## config.mk

```make
export PLATFORM = sky130hd
export DESIGN_NAME = ler_top
export DESIGN_NICKNAME = d
export VERILOG_FILES = /design/src/ler_pkg.sv /design/src/ler_clear_detect.sv /design/src/ler_top.sv
export SDC_FILE = /design/constraint.sdc
export NUM_CORES = 1
export LEC_CHECK = 0
export ABC_AREA = 1
export CAP_MARGIN = 15
export CORE_AREA = 5 5 166 168
export CTS_CLUSTER_SIZE = 40
export DETAILED_ROUTE_END_ITERATION = 6
export DIE_AREA = 0 0 171 173
export DONT_BUFFER_PORTS = 1
export PLACE_DENSITY_LB_ADDON = 0.3
export SKIP_LAST_GASP = 1
export SYNTH_ARGS = -nofsm -noshare
export SYNTH_HDL_FRONTEND = slang
export SYNTH_SLANG_ARGS = --single-unit
```

## constraint.sdc

```tcl
create_clock -name aclk -period 2.4 [get_ports aclk]
set_clock_uncertainty 0.05 [all_clocks]
set_input_delay 0 -clock aclk [delete_from_list [all_inputs] [get_ports aclk]]
set_output_delay 0 -clock aclk [all_outputs]
set_load 0.1 [all_outputs]
```

## src/ler_pkg.sv

```systemverilog
// Package of constants for the link error reporting block
package ler_pkg;
	// Error codes
	localparam logic [15:0] ERR_SLV_HW_A    = 16'h012c;
	localparam logic [15:0] ERR_SLV_HW_B    = 16'h012d;
	localparam logic [15:0] ERR_PAR_ID      = 16'h012e;
	localparam logic [15:0] ERR_PAR_VAL     = 16'h012f;
	localparam logic [15:0] ERR_PAR_CORRUPT = 16'h0130;
	localparam logic [15:0] ERR_SLV_STAT    = 16'h0131;
	localparam logic [15:0] ERR_SAME_ID     = 16'h0190;
	localparam logic [15:0] ERR_NO_ID       = 16'h0191;
	localparam logic [15:0] ERR_BACKUP      = 16'h01f4;
	// Slave id forming
	localparam logic [9:0]  IN_ID_OFFSET    = 10'h200;
	localparam logic [7:0]  UNSET_ADDR      = 8'hff;
	// Register byte offsets
	localparam logic [7:0]  REG_CTRL        = 8'h00;
	localparam logic [7:0]  REG_STATUS      = 8'h04;
	localparam logic [7:0]  REG_ERR_CODE    = 8'h08;
	localparam logic [7:0]  REG_ERR_ID      = 8'h0c;
	localparam logic [7:0]  REG_COUNTS      = 8'h10;
	// Control fields
	localparam int          CTRL_CLR_BIT    = 0;
	// Status fields
	localparam int          ST_SHORT        = 0;
	localparam int          ST_VDROP        = 1;
	localparam int          ST_DISC         = 2;
	localparam int          ST_ALARM        = 3;
	localparam int          ST_PERR         = 4;
	localparam int          ST_ERRSUM       = 5;
	localparam int          ST_CLR_REQ      = 6;
	// Responses
	localparam logic [1:0]  RESP_OKAY       = 2'b00;
	localparam logic [1:0]  RESP_SLVERR     = 2'b10;
endpackage

```

## src/ler_clear_detect.sv

```systemverilog
// Detector of the on-then-off pulse of the error clear request
`timescale 1ns/100ps
module ler_clear_detect (
	input  wire logic aclk,
	input  wire logic aresetn,
	input  wire logic req,
	output logic      clear_pulse
);
	logic seen_r;
	logic seen_nxt;

	// Arm on the rising level, fire on its fall
	always_comb begin
		seen_nxt    = req;
		clear_pulse = seen_r && !req;
	end

	always_ff @(posedge aclk) begin
		if (!aresetn) begin
			seen_r <= 1'b0;
		end else begin
			seen_r <= seen_nxt;
		end
	end
endmodule // ler_clear_detect

```

## src/ler_top.sv

```systemverilog
// Link error reporting block with AXI4-Lite register access
`timescale 1ns/100ps
module ler_top #(
	parameter int CNT_W = 8
) (
	input  wire logic        aclk,
	input  wire logic        aresetn,
	// AXI4-Lite slave
	input  wire logic [7:0]  s_axi_awaddr,
	input  wire logic        s_axi_awvalid,
	output logic             s_axi_awready,
	input  wire logic [31:0] s_axi_wdata,
	input  wire logic [3:0]  s_axi_wstrb,
	input  wire logic        s_axi_wvalid,
	output logic             s_axi_wready,
	output logic [1:0]       s_axi_bresp,
	output logic             s_axi_bvalid,
	input  wire logic        s_axi_bready,
	input  wire logic [7:0]  s_axi_araddr,
	input  wire logic        s_axi_arvalid,
	output logic             s_axi_arready,
	output logic [31:0]      s_axi_rdata,
	output logic [1:0]       s_axi_rresp,
	output logic             s_axi_rvalid,
	input  wire logic        s_axi_rready,
	// Fault events from the link side, one-cycle pulses
	input  wire logic        ev_slave_hw,
	input  wire logic        ev_slave_hw_alt,
	input  wire logic        ev_par_access,
	input  wire logic [9:0]  ev_par_id,
	input  wire logic [255:0] detected_map,
	input  wire logic        ev_par_range,
	input  wire logic        ev_par_corrupt,
	input  wire logic        ev_slave_status,
	input  wire logic        ev_same_id,
	input  wire logic        ev_slave_addr_valid,
	input  wire logic [7:0]  ev_slave_addr,
	input  wire logic        ev_backup_bad,
	input  wire logic [9:0]  ev_slave_id,
	// Line condition levels
	input  wire logic        line_short_cond,
	input  wire logic        line_overcurrent_cond,
	input  wire logic        line_voltage_drop_cond,
	input  wire logic        line_disconnect_cond,
	input  wire logic        bridge_hw_fault,
	// Status outputs
	output logic             line_short_fault_flag,
	output logic             line_voltage_drop_flag,
	output logic             line_disconnect_flag,
	output logic             slave_alarm_flag,
	output logic             param_error_flag,
	output logic             error_status_flag,
	output logic [15:0]      latest_error_code_word,
	output logic [9:0]       latest_error_id_word
);
	// ************************************************************
	// Elaboration check
	// ************************************************************
	if (CNT_W < 1 || CNT_W > 16) begin : g_chk
		$error("CNT_W must be 1 to 16");
	end

	// ************************************************************
	// Event decode
	// ************************************************************
	logic        error_clear_request;
	logic        clr_pulse;
	logic        unset_hit;
	logic        par_id_bad;
	logic        any_ev;
	logic [15:0] ev_code;
	logic        alarm_ev;

	localparam logic [1:0] IN_ID_OFFSET_HI = ler_pkg::IN_ID_OFFSET[9:8];

	// Id lookup; an undetected id is judged by the detection map
	function automatic logic id_known(input logic [9:0] id, input logic [255:0] map);
		logic ok_form;
		ok_form  = (id[9:8] == 2'b00) || (id[9:8] == IN_ID_OFFSET_HI);
		id_known = ok_form && map[id[7:0]];
	endfunction

	// Priority picks the most severe code when events coincide
	always_comb begin
		unset_hit  = ev_slave_addr_valid && (ev_slave_addr == ler_pkg::UNSET_ADDR);
		par_id_bad = ev_par_access && !id_known(ev_par_id, detected_map);
		any_ev     = 1'b1;
		ev_code    = 16'h0000;
		if (ev_backup_bad) begin
			ev_code = ler_pkg::ERR_BACKUP;
		end else if (ev_same_id) begin
			ev_code = ler_pkg::ERR_SAME_ID;
		end else if (unset_hit) begin
			ev_code = ler_pkg::ERR_NO_ID;
		end else if (ev_slave_hw) begin
			ev_code = ler_pkg::ERR_SLV_HW_A;
		end else if (ev_slave_hw_alt) begin
			ev_code = ler_pkg::ERR_SLV_HW_B;
		end else if (ev_slave_status) begin
			ev_code = ler_pkg::ERR_SLV_STAT;
		end else if (par_id_bad) begin
			ev_code = ler_pkg::ERR_PAR_ID;
		end else if (ev_par_range) begin
			ev_code = ler_pkg::ERR_PAR_VAL;
		end else if (ev_par_corrupt) begin
			ev_code = ler_pkg::ERR_PAR_CORRUPT;
		end else begin
			any_ev = 1'b0;
		end
		alarm_ev = ev_slave_status || ev_same_id || unset_hit;
	end

	ler_clear_detect u_clr (
		.aclk        (aclk),
		.aresetn     (aresetn),
		.req         (error_clear_request),
		.clear_pulse (clr_pulse)
	);

	// ************************************************************
	// Flags, codes and counts
	// ************************************************************
	logic             short_r, short_nxt;
	logic             vdrop_r, vdrop_nxt;
	logic             disc_r, disc_nxt;
	logic             alarm_r, alarm_nxt;
	logic             perr_r, perr_nxt;
	logic [15:0]      code_r, code_nxt;
	logic [9:0]       id_r, id_nxt;
	logic [CNT_W-1:0] nerr_r, nerr_nxt;
	logic [CNT_W-1:0] nalm_r, nalm_nxt;
	logic             short_cause;
	logic             perr_ev;

	// Set wins over clear so a fault in the clear cycle is kept
	always_comb begin
		short_cause = line_short_cond || line_overcurrent_cond;
		perr_ev     = par_id_bad || ev_par_range || ev_par_corrupt;
		short_nxt   = (short_r && !clr_pulse) || short_cause;
		vdrop_nxt   = (vdrop_r && !clr_pulse) || line_voltage_drop_cond;
		disc_nxt    = (disc_r && !clr_pulse) || line_disconnect_cond;
		alarm_nxt   = (alarm_r && !clr_pulse) || alarm_ev;
		perr_nxt    = (perr_r && !clr_pulse) || perr_ev;
		code_nxt    = clr_pulse ? 16'h0000 : code_r;
		id_nxt      = clr_pulse ? 10'h000 : id_r;
		nerr_nxt    = clr_pulse ? '0 : nerr_r;
		nalm_nxt    = clr_pulse ? '0 : nalm_r;
		if (any_ev) begin
			code_nxt = ev_code;
			id_nxt   = ev_slave_id;
			nerr_nxt = (clr_pulse ? '0 : nerr_r) + CNT_W'(1);
		end
		if (alarm_ev) begin
			nalm_nxt = (clr_pulse ? '0 : nalm_r) + CNT_W'(1);
		end
	end

	always_ff @(posedge aclk) begin
		if (!aresetn) begin
			short_r <= 1'b0;
			vdrop_r <= 1'b0;
			disc_r  <= 1'b0;
			alarm_r <= 1'b0;
			perr_r  <= 1'b0;
			code_r  <= 16'h0000;
			id_r    <= 10'h000;
			nerr_r  <= '0;
			nalm_r  <= '0;
		end else begin
			short_r <= short_nxt;
			vdrop_r <= vdrop_nxt;
			disc_r  <= disc_nxt;
			alarm_r <= alarm_nxt;
			perr_r  <= perr_nxt;
			code_r  <= code_nxt;
			id_r    <= id_nxt;
			nerr_r  <= nerr_nxt;
			nalm_r  <= nalm_nxt;
		end
	end

	// Summary follows the short, drop and disconnect flags and the bridge fault level
	assign error_status_flag      = short_r || vdrop_r || disc_r || bridge_hw_fault;
	assign line_short_fault_flag  = short_r;
	assign line_voltage_drop_flag = vdrop_r;
	assign line_disconnect_flag   = disc_r;
	assign slave_alarm_flag       = alarm_r;
	assign param_error_flag       = perr_r;
	assign latest_error_code_word = code_r;
	assign latest_error_id_word   = id_r;

	// ************************************************************
	// AXI4-Lite slave
	// ************************************************************
	logic        aw_r, aw_nxt;
	logic        w_r, w_nxt;
	logic [7:0]  awa_r, awa_nxt;
	logic [31:0] wd_r, wd_nxt;
	logic [3:0]  ws_r, ws_nxt;
	logic        bv_r, bv_nxt;
	logic [1:0]  br_r, br_nxt;
	logic        rv_r, rv_nxt;
	logic [1:0]  rr_r, rr_nxt;
	logic [31:0] rd_r, rd_nxt;
	logic        clr_r, clr_nxt;

	// Address and data are latched independently, in either order
	always_comb begin
		aw_nxt  = aw_r;
		w_nxt   = w_r;
		awa_nxt = awa_r;
		wd_nxt  = wd_r;
		ws_nxt  = ws_r;
		bv_nxt  = bv_r;
		br_nxt  = br_r;
		clr_nxt = clr_r;
		if (s_axi_awvalid && s_axi_awready) begin
			aw_nxt  = 1'b1;
			awa_nxt = s_axi_awaddr;
		end
		if (s_axi_wvalid && s_axi_wready) begin
			w_nxt  = 1'b1;
			wd_nxt = s_axi_wdata;
			ws_nxt = s_axi_wstrb;
		end
		if (aw_r && w_r && !bv_r) begin
			aw_nxt = 1'b0;
			w_nxt  = 1'b0;
			bv_nxt = 1'b1;
			br_nxt = ler_pkg::RESP_OKAY;
			if (awa_r[7:2] == ler_pkg::REG_CTRL[7:2]) begin
				if (ws_r[0]) begin
					clr_nxt = wd_r[ler_pkg::CTRL_CLR_BIT];
				end
			end else begin
				br_nxt = ler_pkg::RESP_SLVERR;
			end
		end
		if (bv_r && s_axi_bready) begin
			bv_nxt = 1'b0;
		end
	end

	assign s_axi_awready       = !aw_r && !bv_r;
	assign s_axi_wready        = !w_r && !bv_r;
	assign s_axi_bvalid        = bv_r;
	assign s_axi_bresp         = br_r;
	assign error_clear_request = clr_r;

	// Read mux; unmapped offsets answer with an error
	always_comb begin
		rv_nxt = rv_r;
		rr_nxt = rr_r;
		rd_nxt = rd_r;
		if (s_axi_arvalid && s_axi_arready) begin
			rv_nxt = 1'b1;
			rr_nxt = ler_pkg::RESP_OKAY;
			rd_nxt = 32'h0000_0000;
			case (s_axi_araddr[7:2])
				ler_pkg::REG_CTRL[7:2]: begin
					rd_nxt[ler_pkg::CTRL_CLR_BIT] = clr_r;
				end
				ler_pkg::REG_STATUS[7:2]: begin
					rd_nxt[ler_pkg::ST_SHORT]   = short_r;
					rd_nxt[ler_pkg::ST_VDROP]   = vdrop_r;
					rd_nxt[ler_pkg::ST_DISC]    = disc_r;
					rd_nxt[ler_pkg::ST_ALARM]   = alarm_r;
					rd_nxt[ler_pkg::ST_PERR]    = perr_r;
					rd_nxt[ler_pkg::ST_ERRSUM]  = error_status_flag;
					rd_nxt[ler_pkg::ST_CLR_REQ] = clr_r;
				end
				ler_pkg::REG_ERR_CODE[7:2]: begin
					rd_nxt[15:0] = code_r;
				end
				ler_pkg::REG_ERR_ID[7:2]: begin
					rd_nxt[9:0] = id_r;
				end
				ler_pkg::REG_COUNTS[7:2]: begin
					rd_nxt[CNT_W-1:0]     = nerr_r;
					rd_nxt[16+CNT_W-1:16] = nalm_r;
				end
				default: begin
					rr_nxt = ler_pkg::RESP_SLVERR;
				end
			endcase
		end else if (rv_r && s_axi_rready) begin
			rv_nxt = 1'b0;
		end
	end

	assign s_axi_arready = !rv_r;
	assign s_axi_rvalid  = rv_r;
	assign s_axi_rresp   = rr_r;
	assign s_axi_rdata   = rd_r;

	always_ff @(posedge aclk) begin
		if (!aresetn) begin
			aw_r  <= 1'b0;
			w_r   <= 1'b0;
			awa_r <= 8'h00;
			wd_r  <= 32'h0000_0000;
			ws_r  <= 4'h0;
			bv_r  <= 1'b0;
			br_r  <= 2'b00;
			rv_r  <= 1'b0;
			rr_r  <= 2'b00;
			rd_r  <= 32'h0000_0000;
			clr_r <= 1'b0;
		end else begin
			aw_r  <= aw_nxt;
			w_r   <= w_nxt;
			awa_r <= awa_nxt;
			wd_r  <= wd_nxt;
			ws_r  <= ws_nxt;
			bv_r  <= bv_nxt;
			br_r  <= br_nxt;
			rv_r  <= rv_nxt;
			rr_r  <= rr_nxt;
			rd_r  <= rd_nxt;
			clr_r <= clr_nxt;
		end
	end
endmodule // ler_top

```

==> impl_metrics.toml <==
[worst_setup_path]
path_delay_family = "simple AND/OR/NAND/NOR gates"
end_kind = "flop"
cp_max_fo = 5
crit_path_start_kind = "flop"
timing.rr.end = "nerr_r[6]$_SDFF_PN0_"
worstRegToRegCells = 11
path_buf_inv = 4
slowest_delay_ns = 0.37
critical_path_class = "flop to flop"
r2r_setup_slack_ns = 0.22
r2r_start = "clr_r$_SDFFE_PN0P_"
crit_path_top_delay_cell = "dfxtp_1"
critPathRequiredTime_ns = 2.58
crit_chain = "inv_1, nand2_1, clkinv_1, buf_4, nor2_1, ha_1, inv_1, nor4_2, nand3_1, nand2_1, nor2_1"
arrival_ns = 2.36

[route]
detail_route.wl_per_cell_um = 17.50
drcViolationCount = 0
drt_wl_total_um = 25710
met1_length_um = 10790
drtAntennaViolNets = 0
drt_iter0_drc = 562
top_layer = "met4"
vias_per_cell = 4.890
drtPass1Iterations = 5
met3_length_um = 2236
route.met2.wl_um = 12230
vias = 7183

[power_and_ir_drop]
ir_drop_uv = 534.6
leakage_uw = 0.003300
power_density_nw_per_um2 = 553.9

[grt]
grt-ovfl-total = 0
track_usage_pct = 16.10
grt_max_degree = 130
antenna_found_initial = 2
grt_pass1_vias = 6841
grt_pass1_wl_um = 38540

[cells_and_area]
synthToLayoutAreaGrowth_pct = 23.23
final_common_cell = "nand2_1"
fin_nets = 1486
layout.cells.non_filler = 1469
final_cell_mix = "400 x nand2_1, 249 x nand3_1, 73 x dfxtp_1"
fin_area_um2 = 7373
drive_gt1_share_pct = 9.187

[clock_network]
clk_path_buf_depth = 2
cts_root_buffer = "clkbuf_16"
clock-sinks = 74
cts_setup_buffers = 0
clock_latency_ns = 0.33
cts_buffers = 9
cts_tree = "done"
h-tree-depth = 3
clk_pin_slew_ns = 0.06

[sta]
drv_slew = 0
fmax_mhz = 457.8
rsz0062_at_grt = "false"
finalSetupViolCount = 0
fin_tns_setup_ns = 0
fin_crit_sh_pct = 91.01
setup_ws_ns = 0.2158
relSlewSlack_pct = 58.19
hold_viol_final = 0
tightestPinTransition_ns = 0.6248
post-route-min-period_ns = 2.184

[placed_design]
dpl_worst_slack_ns = -0.09969
io_buffers = 0
dpl.cell_count = 1406
place_hpwl_um = 20720
place_area_um2 = 6575
routabilityCongestion = 0.8685

[floorplanning]
dieArea_um2 = 29580
num_rows = 59
io_pins = 430
die_y_um = 173
die_x_um = 171
core_um2 = 25760
start_util_pct = 23.22

[synth]
synthSimpleGateAreaFrac_pct = 52.93
ys_seq_area_share_pct = 24.76
synthesis.area_um2 = 5983
syn_avg_cell_area_um2 = 5.608
synth_cell_types = 33
synth_top_family_by_area = "simple AND/OR/NAND/NOR gates"
synth_mux_area_share_pct = 0
yosysWarningCount = 0
synth-compound-area-share_pct = 9.118
synth_xor_area_share_pct = 0
synth-adder-area-share_pct = 0.4182
netlist_instances = 1067
synth-seq-cells = 74

[min_path]
min_path_type = "primary input to flop"
min_to = "latest_error_code_word[0]$_SDFFE_PN0P_"
min_from = "ev_slave_addr[4]"
worstHoldPathCells = 5

[run]
maxCapViolations = 0

[run_status]
status = "completed"
## where the power goes
part | leakage (µW) | switching (µW) | internal, µW
registers | 0.000610 | 35.4 | 1300
logic | 0.00253 | 951 | 353
clock network | 0.000162 | 517 | 931
total | 0.00330 | 1500 | 2580
## routing by layer
metal  GRT usage [%]  up-vias
li1                -     3587
met1           20.34     3268
met2           27.07      299
met3           4.726       29
met4           3.566        0
met5               0        -
## state kept, by name (all words and copies together), names as in the netlist, 6 cells and up
name,count
s_axi_rdata,18
latest_error_id_word,10
latest_error_code_word,9
nalm_r,8
nerr_r,8
awa_r,6
## cell families after synthesis
group	count (synthesis)
AOI/OAI and AO/OA	100
and+or+nand+nor	740
other	1
adders and majority gates	2
buffers and inverters	150
DFF	74
## worst register-to-register path, cell delays in order, from the launching register on
cell	delay, ns
dfxtp_1	0.37
inv_1	0.11
nand2_1	0.11
clkinv_1	0.17
buf_4	0.21
nor2_1	0.22
ha_1	0.24
inv_1	0.09
nor4_2	0.30
nand3_1	0.12
nand2_1	0.07
nor2_1	0.03
## per-stage QoR
stage | hold slack (ns) | total power (µW) | util [%]
2_1_floorplan | 0.06743 | 2429 | -
5_1_grt | 0.08822 | 4285 | 28.62
3_5_place_dp | 0.06135 | 2587 | 25.52
4_1_cts | 0.01528 | 4118 | 28.59
6_report | 0.02228 | 4084 | 28.62
3_3_place_gp | 0.06056 | 2578 | 25.52
## Yosys cell counts
master	number	area share, %
a21boi_0	1	0.13
a21oi_1	53	4.4
a221oi_1	2	0.29
a22oi_1	4	0.50
a31oi_1	2	0.21
buf_1	7	0.44
buf_2	23	1.9
buf_4	41	5.1
buf_6	2	0.38
clkbuf_1	20	1.3
clkinv_1	2	0.13
conb_1	1	0.063
dfxtp_1	74	25
ha_1	2	0.42
inv_1	53	3.3
inv_2	2	0.13
nand2_1	400	25
nand2_2	1	0.10
nand3_1	249	21
nand4_1	6	0.63
nand4_2	1	0.21
nor2_1	63	4.0
nor2_4	1	0.19
nor3_1	8	0.67
nor3b_1	1	0.13
nor4_1	6	0.63
o2111ai_1	4	0.59
o211ai_1	2	0.25
o21a_1	1	0.13
o21ai_0	31	2.6
or2_2	1	0.10
or3b_2	1	0.15
or4_1	2	0.25
## what timing repair did
item                       CTS  global route
hold buffers                46             0
hold endpoints to repair    63             0
gates resized for setup      0             2
setup endpoints to repair    0             5
## cell type report
class / instances / area, µm²
Tap cell: 335 / 419.2
Timing Repair Buffer: 120 / 1089
Clock inverter: 6 / 80.08
Antenna cell: 2 / 5.005
Inverter: 57 / 219.0
Clock buffer: 10 / 239.0
Fill cell: 2946 / 18390
Sequential cell: 74 / 1483
Multi-Input combinational cell: 865 / 3840
## how the worst max path moves through the flow
| stage | start | depth (start not counted) | endpoint | slack, ns |
|---|---|---|---|---|
| finish | clr_r$_SDFFE_PN0P_ | 11 | nerr_r[6]$_SDFF_PN0_ | 0.22 |
| global route | ev_par_id[0] | 20 | latest_error_code_word[0]$_SDFFE_PN0P_ | 0.02 |
| CTS | clr_r$_SDFFE_PN0P_ | 11 | nerr_r[6]$_SDFF_PN0_ | 0.16 |
| detailed placement | ev_par_id[0] | 20 | latest_error_id_word[5]$_SDFFE_PN0P_ | -0.1 |
| global placement | ev_par_id[0] | 21 | nerr_r[7]$_SDFF_PN0_ | -0.11 |
| floorplan | s_axi_bvalid$_SDFFE_PP0P_ | 5 | awa_r[2]$_SDFFE_PN0P_ | 0.03 |
Note: power is estimated with default switching activity, not from simulation.
